[config.mk]
export PLATFORM = sky130hd
export DESIGN_NAME = uem_error_mask
export DESIGN_NICKNAME = d
export VERILOG_FILES = /design/src/inc/uem_pkg.sv /design/src/hdl/uem_route_decode.sv /design/src/hdl/uem_error_mask.sv
export SDC_FILE = /design/constraint.sdc
export NUM_CORES = 1
export LEC_CHECK = 0
export BUFFER_PORTS_ARGS = -buffer_cell sky130_fd_sc_hd__buf_2
export CAP_MARGIN = 0
export CORE_MARGIN = 1
export CORE_UTILIZATION = 30
export DETAILED_ROUTE_END_ITERATION = 10
export HOLD_SLACK_MARGIN = 0.02
export PLACE_DENSITY = 0.62
export SLEW_MARGIN = 40
export SYNTH_ARGS = -nofsm -noshare
export SYNTH_HDL_FRONTEND = slang
export SYNTH_SLANG_ARGS = --single-unit
[constraint.sdc]
create_clock -name pclk -period 2.67 [get_ports pclk]
set_clock_uncertainty 0.15 [all_clocks]
set_input_delay 0.4005 -clock pclk [delete_from_list [all_inputs] [get_ports pclk]]
set_output_delay 0.4005 -clock pclk [all_outputs]
set_load 0.03 [all_outputs]
[src/inc/uem_pkg.sv]
// Package for the USB error interrupt masking block: map, fields, types.
package uem_pkg;

  // ==========================================================================
  // Register map
  // ==========================================================================
  localparam logic [11:0] ENABLE_OFFSET = 12'h000;
  localparam logic [11:0] FLAG_OFFSET = 12'h004;
  localparam logic [11:0] ROUTE_OFFSET = 12'h008;
  localparam logic [11:0] STATUS_OFFSET = 12'h00c;

  // ==========================================================================
  // Field positions of the enable and flag registers
  // ==========================================================================
  localparam int STUFF_BIT = 7;
  localparam int TIMEOUT_BIT = 4;
  localparam int PARTIAL_BIT = 3;
  localparam int DATA_CRC_BIT = 2;
  localparam int TOKEN_CRC_BIT = 1;
  localparam int PID_BIT = 0;
  localparam logic [7:0] IMPL_MASK = 8'h9f;
  localparam logic [7:0] ENABLE_RESET = 8'h00;
  localparam logic [7:0] FLAG_RESET = 8'h00;

  // ==========================================================================
  // Descriptor routing
  // ==========================================================================
  localparam logic [15:0] PORT_ROUTE_POINTER = 16'hffff;
  localparam int KEEP_OWN_BIT = 5;
  localparam int STEP_DIS_BIT = 4;
  localparam logic [7:0] DESC_STATUS_RESET = 8'h00;
  localparam logic [15:0] DESC_POINTER_RESET = 16'h0000;

  // ==========================================================================
  // Turnaround timing: 16 bit times at 12 Mbit/s, counted on pclk
  // ==========================================================================
  localparam int IDLE_BIT_LIMIT = 16;
  localparam int BIT_TIME_PS = 83333;
  localparam int CLK_PERIOD_PS = 10000;
  localparam int TURNAROUND_CYCLES =
    (IDLE_BIT_LIMIT * BIT_TIME_PS) / CLK_PERIOD_PS;
  localparam logic [7:0] TURNAROUND_COUNT = 8'(TURNAROUND_CYCLES);
  localparam logic [7:0] COUNT_RESET = 8'h00;

  typedef struct packed {
    logic [7:0] enable;
    logic [7:0] flags;
    logic [15:0] desc_pointer;
    logic [7:0] desc_status;
    logic [7:0] idle_count;
    logic waiting;
    logic [2:0] sync_a;
    logic [2:0] sync_b;
    logic [2:0] sync_c;
    logic [31:0] prdata;
  } uem_state_t;

  typedef struct packed {
    logic port_route;
    logic keep_ownership;
    logic step_disable;
  } uem_route_t;

endpackage

[src/hdl/uem_route_decode.sv]
// Descriptor decoder that recognises the parallel port route.
`timescale 1ns/1ps

module uem_route_decode (
  input wire logic [15:0] descriptor_buffer_pointer,
  input wire logic [7:0] descriptor_status_byte,
  output uem_pkg::uem_route_t route
);

  // ==========================================================================
  // Decode
  // ==========================================================================
  always_comb begin
    route.port_route =
      (descriptor_buffer_pointer == uem_pkg::PORT_ROUTE_POINTER);
    route.keep_ownership =
      descriptor_status_byte[uem_pkg::KEEP_OWN_BIT];
    route.step_disable =
      descriptor_status_byte[uem_pkg::STEP_DIS_BIT];
  end

endmodule

[src/hdl/uem_error_mask.sv]
// Error flag capture and masking onto one top-level error interrupt flag.
// Behaviour
// - A set enable bit lets its error flag reach the top error flag.
// - Enables gate forwarding only; flags still set and stay pollable.
// - Bit stuffing enable sits at bit 7 of the enable register.
// - Enable bits 6 and 5 are unimplemented and read zero.
// - Turnaround time-out enable sits at bit 4.
// - Partial byte data field enable sits at bit 3.
// - Data 16-bit checksum enable sits at bit 2.
// - Token 5-bit checksum enable sits at bit 1.
// - Packet identifier check enable sits at bit 0.
// - An endpoint can route data through the parallel port.
// - Keep-ownership bit 5 keeps the buffer with the engine.
// - Step-disable bit 4 holds the buffer address fixed.
// - Top flag is the OR of flags each gated by its enable.
// - Flags set on detection and stay until firmware writes zero.
// - Time-out flag sets after more than 16 idle bit times.
//
// Design decisions made here: the placing of the registers and the APB interface to the registers.
`timescale 1ns/1ps

module uem_error_mask (
  input wire logic pclk,
  input wire logic presetn,
  input wire logic psel,
  input wire logic penable,
  input wire logic pwrite,
  input wire logic [11:0] paddr,
  input wire logic [31:0] pwdata,
  output logic [31:0] prdata,
  output logic pready,
  output logic pslverr,
  input wire logic stuff_error,
  input wire logic partial_byte_error,
  input wire logic data_checksum_error,
  input wire logic token_checksum_error,
  input wire logic packet_id_error,
  input wire logic end_of_packet,
  input wire logic response_seen,
  input wire logic line_idle,
  output logic top_error_interrupt_flag,
  output logic [7:0] usb_error_flag_register,
  output logic streaming_parallel_port_route,
  output logic keep_buffer_ownership,
  output logic address_step_disable
);

  // ==========================================================================
  // State
  // ==========================================================================
  uem_pkg::uem_state_t state_reg;
  uem_pkg::uem_state_t state_next;
  uem_pkg::uem_route_t route;
  logic [7:0] detect;
  logic [7:0] usb_error_irq_enable;
  logic wr;
  logic rd;
  logic mapped;
  logic eop_s;
  logic resp_s;
  logic idle_s;

  assign usb_error_irq_enable = state_reg.enable;

  uem_route_decode u_route (
    .descriptor_buffer_pointer(state_reg.desc_pointer),
    .descriptor_status_byte(state_reg.desc_status),
    .route(route)
  );

  // ==========================================================================
  // Bus decode
  // ==========================================================================
  // The slave answers in the first access cycle, so pready is always high.
  assign pready = 1'b1;
  assign mapped = (paddr == uem_pkg::ENABLE_OFFSET) ||
                  (paddr == uem_pkg::FLAG_OFFSET) ||
                  (paddr == uem_pkg::ROUTE_OFFSET) ||
                  (paddr == uem_pkg::STATUS_OFFSET);
  assign pslverr = psel && penable && !mapped;
  assign wr = psel && penable && pwrite && mapped;
  assign rd = psel && !penable && !pwrite;

  // Pin inputs are filtered: end_of_packet and response_seen count as high once stages two and three agree.
  // Line activity counts only when both stages read low, so a single
  // disagreeing stage cannot end the wait early.
  assign eop_s = state_reg.sync_a[1] & state_reg.sync_a[2];
  assign resp_s = state_reg.sync_b[1] & state_reg.sync_b[2];
  assign idle_s = state_reg.sync_c[1] | state_reg.sync_c[2];

  // ==========================================================================
  // Next state
  // ==========================================================================
  always_comb begin
    state_next = state_reg;
    state_next.sync_a = {state_reg.sync_a[1:0], end_of_packet};
    state_next.sync_b = {state_reg.sync_b[1:0], response_seen};
    state_next.sync_c = {state_reg.sync_c[1:0], line_idle};

    detect = 8'h00;
    detect[uem_pkg::STUFF_BIT] = stuff_error;
    detect[uem_pkg::PARTIAL_BIT] = partial_byte_error;
    detect[uem_pkg::DATA_CRC_BIT] = data_checksum_error;
    detect[uem_pkg::TOKEN_CRC_BIT] = token_checksum_error;
    detect[uem_pkg::PID_BIT] = packet_id_error;

    // Idle watch: a response or line activity ends the wait.
    if (eop_s) begin
      state_next.waiting = 1'b1;
      state_next.idle_count = uem_pkg::COUNT_RESET;
    end else if (resp_s || !idle_s) begin
      state_next.waiting = 1'b0;
      state_next.idle_count = uem_pkg::COUNT_RESET;
    end else if (state_reg.waiting) begin
      if (state_reg.idle_count == uem_pkg::TURNAROUND_COUNT) begin
        detect[uem_pkg::TIMEOUT_BIT] = 1'b1;
        state_next.waiting = 1'b0;
      end else begin
        state_next.idle_count = state_reg.idle_count + 8'h01;
      end
    end

    // Writing zero clears a flag; a same-cycle detection wins.
    if (wr && paddr == uem_pkg::FLAG_OFFSET) begin
      state_next.flags = state_reg.flags & pwdata[7:0];
    end
    state_next.flags = (state_next.flags | detect) &
                       uem_pkg::IMPL_MASK;

    if (wr && paddr == uem_pkg::ENABLE_OFFSET) begin
      state_next.enable = pwdata[7:0] & uem_pkg::IMPL_MASK;
    end
    if (wr && paddr == uem_pkg::ROUTE_OFFSET) begin
      state_next.desc_pointer = pwdata[15:0];
      state_next.desc_status = pwdata[23:16];
    end

    if (rd) begin
      unique case (paddr)
        uem_pkg::ENABLE_OFFSET:
          state_next.prdata = {24'h000000, state_reg.enable};
        uem_pkg::FLAG_OFFSET:
          state_next.prdata = {24'h000000, state_reg.flags};
        uem_pkg::ROUTE_OFFSET:
          state_next.prdata = {8'h00, state_reg.desc_status,
                               state_reg.desc_pointer};
        uem_pkg::STATUS_OFFSET:
          state_next.prdata = {28'h0000000, route.step_disable,
                               route.keep_ownership, route.port_route,
                               top_error_interrupt_flag};
        default:
          state_next.prdata = 32'h00000000;
      endcase
    end
  end

  // ==========================================================================
  // Registers
  // ==========================================================================
  always_ff @(posedge pclk or negedge presetn) begin
    if (!presetn) begin
      state_reg.enable <= uem_pkg::ENABLE_RESET;
      state_reg.flags <= uem_pkg::FLAG_RESET;
      state_reg.desc_pointer <= uem_pkg::DESC_POINTER_RESET;
      state_reg.desc_status <= uem_pkg::DESC_STATUS_RESET;
      state_reg.idle_count <= uem_pkg::COUNT_RESET;
      state_reg.waiting <= 1'b0;
      state_reg.sync_a <= 3'h0;
      state_reg.sync_b <= 3'h0;
      state_reg.sync_c <= 3'h0;
      state_reg.prdata <= 32'h00000000;
    end else begin
      state_reg <= state_next;
    end
  end

  // ==========================================================================
  // Outputs
  // ==========================================================================
  assign top_error_interrupt_flag =
    |(state_reg.flags & usb_error_irq_enable);
  assign usb_error_flag_register = state_reg.flags;
  assign prdata = state_reg.prdata;
  assign streaming_parallel_port_route = route.port_route;
  assign keep_buffer_ownership =
    route.port_route & route.keep_ownership;
  assign address_step_disable =
    route.port_route & route.step_disable;

endmodule

Yosys cells after proc, flatten, opt, wreduce, memory -nomap -nowiden
Cells that the tools add are included.
Storage, ports and cells
  bits in registers: 86
Operators by class
  reduce and logical (&&, ||, !) cells: 21
  add/sub/neg operators: 1
  bitwise gates (word level): 8
  eq/ne operators: 6
  multiplexer cells: 11
Operator list (count)
  one-hot mux 24 bit (4 select lines): 1
  two-way mux 9 bit: 3
  == test 12 x 4 -> 1 bit, second input constant: 2
  bitwise AND 8 bit: 2
  == test 16 bit, second input constant: 1
  two-way mux 8 bit: 2
  == test 12 x 3 -> 1 bit, second input constant: 1
  logical NOT 12 bit: 1
  logical AND 1 bit: 9
  adder 8 x 1 -> 8 bit, second input constant: 1
  == test 8 bit, second input constant: 1
  OR 8 bit: 1
  OR reduction 8 bit: 1
  two-way mux 1 bit: 5
  bitwise AND 1 bit: 4
  logical NOT 1 bit: 4
  logical OR 1 bit: 4
  != test 3 bit, second input constant: 1
  nonzero test 3 bit: 1
  AND reduction 2 bit: 1
  OR 1 bit: 1

Logic depth before layout (Yosys ltp)
  depth in word-level cells: 8
  mapped depth: 7
  gate-level depth less buffers: 6

Hierarchy
From an unflattened synthesis, not the netlist that was laid out.
Second synthesis, totals
  cell total of the unflattened synthesis: 299
  area total of the unflattened synthesis: 3693.5 sq um
By module, submodules not included
  uem_error_mask: seq. area each 1951.9 sq um, area each 3641.0 sq um, cells an instance 292, times used 1
  uem_route_decode: seq. area each 0.0 sq um, area each 52.6 sq um, cells an instance 7, times used 1

Worst setup path before layout
No wires, ideal clock.
  path kind: reg-to-output
  from: reg state_reg[72] in the netlist's numbering
  to: out address_step_disable
  path buffers: 0
  cell stages (with the launch flop): 4
  arrival: 2027 ps
  required time: 2119 ps
  setup slack: 93 ps
  cells stage by stage: dfrtp_1 > nand4_1 > nor4_1 > and2_1
On the way
  longest elaborated chain between the ends: 2
RTL lines
  start, declared: RTL line uem_error_mask.sv:51  | uem_pkg::uem_state_t state_reg;
  start signal, assigned: RTL line uem_error_mask.sv:173  | state_reg <= state_next;
  == test 16 bit: RTL line uem_route_decode.sv:15  | (descriptor_buffer_pointer == uem_pkg::PORT_ROUTE_POINTER);
  named net streaming_parallel_port_route: RTL line uem_error_mask.sv:43  | output logic streaming_parallel_port_route,
  bitwise AND 1 bit: RTL line uem_error_mask.sv:188  | route.port_route & route.step_disable;
  end, declared: RTL line uem_error_mask.sv:45  | output logic address_step_disable
The timed path passes the listed nets, and every way through them passes these cells.

Worst setup path after layout
  from: in paddr[9]
  to: out pslverr
On the way
  longest elaborated chain between the ends: 6
  elaborated cells between the ends (all ways): 9
  those cells by class: eq/ne: 3; reduce/logical: 6
RTL lines
  start, declared: RTL line uem_error_mask.sv:28  | input wire logic [11:0] paddr,
  == test 12 x 3 -> 1 bit / logical NOT 12 bit (equally long branches): RTL line uem_error_mask.sv:77, uem_error_mask.sv:76
  logical OR 1 bit: RTL line uem_error_mask.sv:76  | assign mapped = (paddr == uem_pkg::ENABLE_OFFSET) ||
  logical OR 1 bit: RTL line uem_error_mask.sv:77  | (paddr == uem_pkg::FLAG_OFFSET) ||
  logical OR 1 bit *: RTL line uem_error_mask.sv:78  | (paddr == uem_pkg::ROUTE_OFFSET) ||
  logical NOT 1 bit *: RTL line uem_error_mask.sv:80  | assign pslverr = psel && penable && !mapped;
  logical AND 1 bit *: RTL line uem_error_mask.sv:80
  end, declared: RTL line uem_error_mask.sv:32  | output logic pslverr,
Mark *: on every way between the ends. The rest lies on a longest branch, timed or not.

==> report_table.html <==
<table>
<tr><th>Metric</th><th>Value</th></tr>
<tr><th colspan="2">Finish</th></tr>
<tr><td># diodes</td><td>0</td></tr>
<tr><td>Layout cell share with drive strength beyond 1</td><td>33.5%</td></tr>
<tr><td>Max FFs per register</td><td>36</td></tr>
<tr><td>Area growth from synthesis to layout</td><td>18.1%</td></tr>
<tr><td>Final nets</td><td>415</td></tr>
<tr><td>Core Util, Final</td><td>36.7%</td></tr>
<tr><th colspan="2">Worst setup path</th></tr>
<tr><td>Top fanout value on the critical path</td><td>4</td></tr>
<tr><td>Biggest cell delay along the critical path</td><td>540 ps</td></tr>
<tr><td>Number of gates on the worst path with buffers counted</td><td>5</td></tr>
<tr><td>Data arrival time of the worst path</td><td>1970 ps</td></tr>
<tr><td>Worst R2R Start</td><td>state_reg[46]</td></tr>
<tr><td>Number of buffer and inverter stages on the critical path</td><td>2</td></tr>
<tr><td>Required time at the endpoint of the critical path</td><td>2120 ps</td></tr>
<tr><td>Largest delay contributor family on the critical path</td><td>simple AND/OR/NAND/NOR gates</td></tr>
<tr><td>Register-to-register setup slack</td><td>790 ps</td></tr>
<tr><td>Reg2Reg Depth</td><td>4</td></tr>
<tr><td>Highest-delay cell along the critical path</td><td>sky130_fd_sc_hd__or4_4</td></tr>
<tr><td>Worst setup path endpoint</td><td>pslverr</td></tr>
<tr><td>Cell breakdown of the critical path</td><td>buf_2 -&gt; or4_4 -&gt; or4_4 -&gt; and3_2 -&gt; buf_2</td></tr>
<tr><td>Crit path kind</td><td>in -&gt; out</td></tr>
<tr><td>Kind of start point of the critical path</td><td>input port</td></tr>
<tr><td>Startpoint of the most critical setup path</td><td>paddr[9]</td></tr>
<tr><td>Reg-to-reg critical path endpoint</td><td>state_reg[43]</td></tr>
<tr><td>Endpoint type of the worst setup path</td><td>output port</td></tr>
<tr><th colspan="2">Clock network</th></tr>
<tr><td>Latest clock arrival within the worst-skew pair</td><td>330 ps</td></tr>
<tr><td>Number of buffers created by CTS</td><td>9</td></tr>
<tr><td>Clk buf depth</td><td>2</td></tr>
<tr><td>Sink count of the clock tree</td><td>78</td></tr>
<tr><td>Clock slew at reported path FFs</td><td>60 ps</td></tr>
<tr><td>Clock root buffer</td><td>sky130_fd_sc_hd__clkbuf_16</td></tr>
<tr><td>H-tree levels</td><td>3</td></tr>
<tr><td>Number of setup buffers added after CTS</td><td>0</td></tr>
<tr><td>CTS tree</td><td>done</td></tr>
<tr><th colspan="2">Die</th></tr>
<tr><td>Area inside the core boundary</td><td>11500 µm²</td></tr>
<tr><td>Number of placement rows</td><td>39</td></tr>
<tr><td>Initial standard-cell utilization of the core</td><td>31.0%</td></tr>
<tr><td>Die Footprint</td><td>12300 µm²</td></tr>
<tr><td>Die extent in x</td><td>111 µm</td></tr>
<tr><td>I/O pin count</td><td>103</td></tr>
<tr><td>Height of the die</td><td>111 µm</td></tr>
<tr><th colspan="2">STA</th></tr>
<tr><td>Number of setup violations in the final report</td><td>0</td></tr>
<tr><td>Unrepaired setup endpoints after global routing</td><td>false</td></tr>
<tr><td>Worst slew pin tran</td><td>655 ps</td></tr>
<tr><td>Remaining max-slew budget at the tightest pin</td><td>55.9%</td></tr>
<tr><td>Max frequency</td><td>0.397 GHz</td></tr>
<tr><td>Count of endpoints failing hold in the final timing report</td><td>0</td></tr>
<tr><td>Setup TNS</td><td>0 ps</td></tr>
<tr><td>Max-slew violation total from the final report</td><td>0</td></tr>
<tr><td>Min cycle time layout</td><td>2520 ps</td></tr>
<tr><td>Period utilisation layout</td><td>94.3%</td></tr>
<tr><th colspan="2">GRT</th></tr>
<tr><td>Wire length of the first global-routing pass</td><td>12100 µm</td></tr>
<tr><td>Number of global-route vias before repair</td><td>2322</td></tr>
<tr><td>Pin count of the biggest net entering global routing</td><td>79</td></tr>
<tr><td>Gr ovfl total</td><td>0</td></tr>
<tr><td>Total global routing track utilization</td><td>12.9%</td></tr>
<tr><td>Initial antenna violation count</td><td>0</td></tr>
<tr><th colspan="2">Pwr</th></tr>
<tr><td>Final Total Pwr</td><td>2.61 mW</td></tr>
<tr><td>Clock group share of total power</td><td>48.1%</td></tr>
<tr><td>Sequential share of power</td><td>46.3%</td></tr>
<tr><td>Largest voltage drop on the vdd net</td><td>0.228 mV</td></tr>
<tr><td>Proportion of power drawn by combinational gates</td><td>5.6%</td></tr>
<tr><td>Pwr per Cell Area</td><td>620 nW/µm²</td></tr>
<tr><td>Net switching fraction of the power</td><td>22.2%</td></tr>
<tr><td>Cell leakage power</td><td>2.10 nW</td></tr>
<tr><td>Internal Dissipation</td><td>2.03 mW</td></tr>
<tr><td>Switching power of the nets</td><td>579 µW</td></tr>
<tr><th colspan="2">Synthesis</th></tr>
<tr><td>Register bit total from synthesis</td><td>78</td></tr>
<tr><td>FFs w/ async S/R, synth</td><td>100%</td></tr>
<tr><td>Number of distinct library cell variants in the gate-level netlist after synthesis</td><td>43</td></tr>
<tr><td>Compound-gate portion of the synthesized area</td><td>10.1%</td></tr>
<tr><td>Cell area after technology mapping</td><td>3560 µm²</td></tr>
<tr><td>Average instance area after synthesis</td><td>11.9 µm²</td></tr>
<tr><td>Top cells by area in the synthesized netlist</td><td>sky130_fd_sc_hd__dfrtp_1, sky130_fd_sc_hd__buf_4, sky130_fd_sc_hd__mux2_1</td></tr>
<tr><td>Number of enable-type register cells in the synthesized netlist</td><td>0</td></tr>
<tr><td>Most used DFF post-synth</td><td>sky130_fd_sc_hd__dfrtp_1</td></tr>
<tr><td>Post-Syn Instances</td><td>299</td></tr>
<tr><td>Area share of xor/xnor cells in the synthesized design</td><td>0.738%</td></tr>
<tr><td>Synthesized-area fraction occupied by and/or/nand/nor cells</td><td>10.5%</td></tr>
<tr><td>Synth top area share</td><td>54.9%</td></tr>
<tr><td>Cell type contributing the most total cell area after synthesis</td><td>sky130_fd_sc_hd__dfrtp_1</td></tr>
<tr><td>Largest family of logic cells by synthesized area</td><td>multiplexers</td></tr>
<tr><td>Share of cell area taken by muxes after synthesis</td><td>11.9%</td></tr>
<tr><td>Sequential cell area fraction in the yosys report</td><td>54.9%</td></tr>
<tr><td>Arithmetic-cell share of the synthesized area counting full adders, half adders and majority gates</td><td>0.703%</td></tr>
<tr><td>Total number of yosys warnings</td><td>0</td></tr>
<tr><th colspan="2">Routing</th></tr>
<tr><td>Detailed router's first-iteration violation count</td><td>129</td></tr>
<tr><td>Number of remaining DRC errors</td><td>0</td></tr>
<tr><td>Number of nets with antenna violations after detailed routing</td><td>0</td></tr>
<tr><td>Vias per cell</td><td>4.68</td></tr>
<tr><td>Post-DR wirelength/cell</td><td>14.9 µm</td></tr>
<tr><td>Total wire length</td><td>7520 µm</td></tr>
<tr><td>First drt pass iteration count</td><td>4</td></tr>
<tr><td>Routed via count</td><td>2359</td></tr>
<tr><th colspan="2">Placement</th></tr>
<tr><td>Routability congestion estimate from global placement</td><td>0.766</td></tr>
<tr><td>DP Wirelength</td><td>5370 µm</td></tr>
<tr><td>Port bufs</td><td>83</td></tr>
<tr><th colspan="2">Run status</th></tr>
<tr><td>Outcome</td><td>finished, final reports clean</td></tr>
<tr><th colspan="2">Flow run</th></tr>
<tr><td>Max_cap viols</td><td>0</td></tr>
<tr><th colspan="2">Min path</th></tr>
<tr><td>Class of the tightest hold or removal check</td><td>in -&gt; reg</td></tr>
</table>
==> timing repair <==
action	CTS	global route
setup endpoints to repair	0	0
hold buffers	4	0
endpoints found under the hold margin	81	0
resized for setup	0	0
==> per-layer routing <==
metal	GRT usage [%]	vias up	share of wire, %
met3	4.26	2	6.3
li1	-	1126	-
met1	17.5	1157	47
met4	4.80	0	0.82
met2	19.0	74	46
met5	0	-	0
==> Yosys cell counts (all sizes together), types with 2 or more instances <==
cell,count
dfrtp,78
buf,47
mux2,30
nor2,21
a22o,18
a21oi,14
nand2,10
nand3,9
clkbuf,8
o21ai,8
nand4,5
mux2i,4
or4,4
a22oi,3
and3,3
nor4,3
o2bb2ai,3
or3,3
a311oi,2
and2,2
conb,2
ha,2
inv,2
mux4,2
nor3,2
o31ai,2
or2,2
xor2,2
==> final cells by class <==
type	count	area (µm²)
Multi-Input combinational cell	173	1250
Timing Repair Buffer	92	508
Inverter	2	7.51
Clock buffer	12	256
Sequential cell	78	1950
Clock inverter	4	53.8
Fill cell	1126	7260
Tap cell	143	179
==> stage by stage <==
step | std cells | setup slack, ps | hold slack [ps] | cell area, µm²
after global placement | 484 | 173 | 182 | 3850
after global routing | 504 | 131 | 125 | 4200
after detailed placement | 484 | 155 | 185 | 3850
after floorplan | 308 | 92.9 | -45.1 | 3590
final | 504 | 152 | 136 | 4200
after CTS | 504 | 154 | 122 | 4200
==> cell families after synthesis <==
| family | after synthesis |
|---|---|
| flops | 78 |
| compound gates | 51 |
| mux | 36 |
| buf+inv | 57 |
| xor+xnor | 3 |
| other cells | 2 |
| simple gates | 70 |
| fa+ha+maj | 2 |
==> power groups by stage <==
stage                     Sequential, mW  Clock (mW)  Combinational [mW]
after detailed placement            1.23           0               0.145
after floorplan                     1.23           0              0.0781
after global placement              1.23           0               0.142
final                               1.21        1.25               0.147
after global routing                1.21        1.34               0.166
after CTS                           1.21        1.30               0.151
==> cells in the final DEF (no fill, tap or decap), types with 3 or more instances in the layout <==
cell type and n:
sky130_fd_sc_hd__nand3_1 9, sky130_fd_sc_hd__a22o_1 18, sky130_fd_sc_hd__mux2i_1 4, sky130_fd_sc_hd__conb_1 11, sky130_fd_sc_hd__dfrtp_1 78, sky130_fd_sc_hd__buf_4 5
sky130_fd_sc_hd__o2bb2ai_1 3, sky130_fd_sc_hd__nand4_1 5, sky130_fd_sc_hd__nand2_1 10, sky130_fd_sc_hd__dlygate4sd3_1 4, sky130_fd_sc_hd__clkbuf_16 9, sky130_fd_sc_hd__buf_2 82
sky130_fd_sc_hd__nor4_1 3, sky130_fd_sc_hd__mux2_1 20, sky130_fd_sc_hd__nor2_1 20, sky130_fd_sc_hd__o21ai_0 8, sky130_fd_sc_hd__a22oi_1 3, sky130_fd_sc_hd__mux2_2 10
sky130_fd_sc_hd__a21oi_1 14, sky130_fd_sc_hd__or3_1 3
==> worst min-delay path by stage <==
stage / from / depth (start not counted) / endpoint
2_1_floorplan: presetn / 0 / prdata[0]
3_3_place_gp: state_next[39] / 0 / state_next[40]
3_5_place_dp: state_next[39] / 0 / state_next[40]
4_1_cts: pwdata[13] / 2 / state_reg[71]
5_1_grt: pwdata[10] / 2 / state_reg[68]
6_report: pwdata[13] / 2 / state_reg[71]
Power figures use the tool's default switching activity.
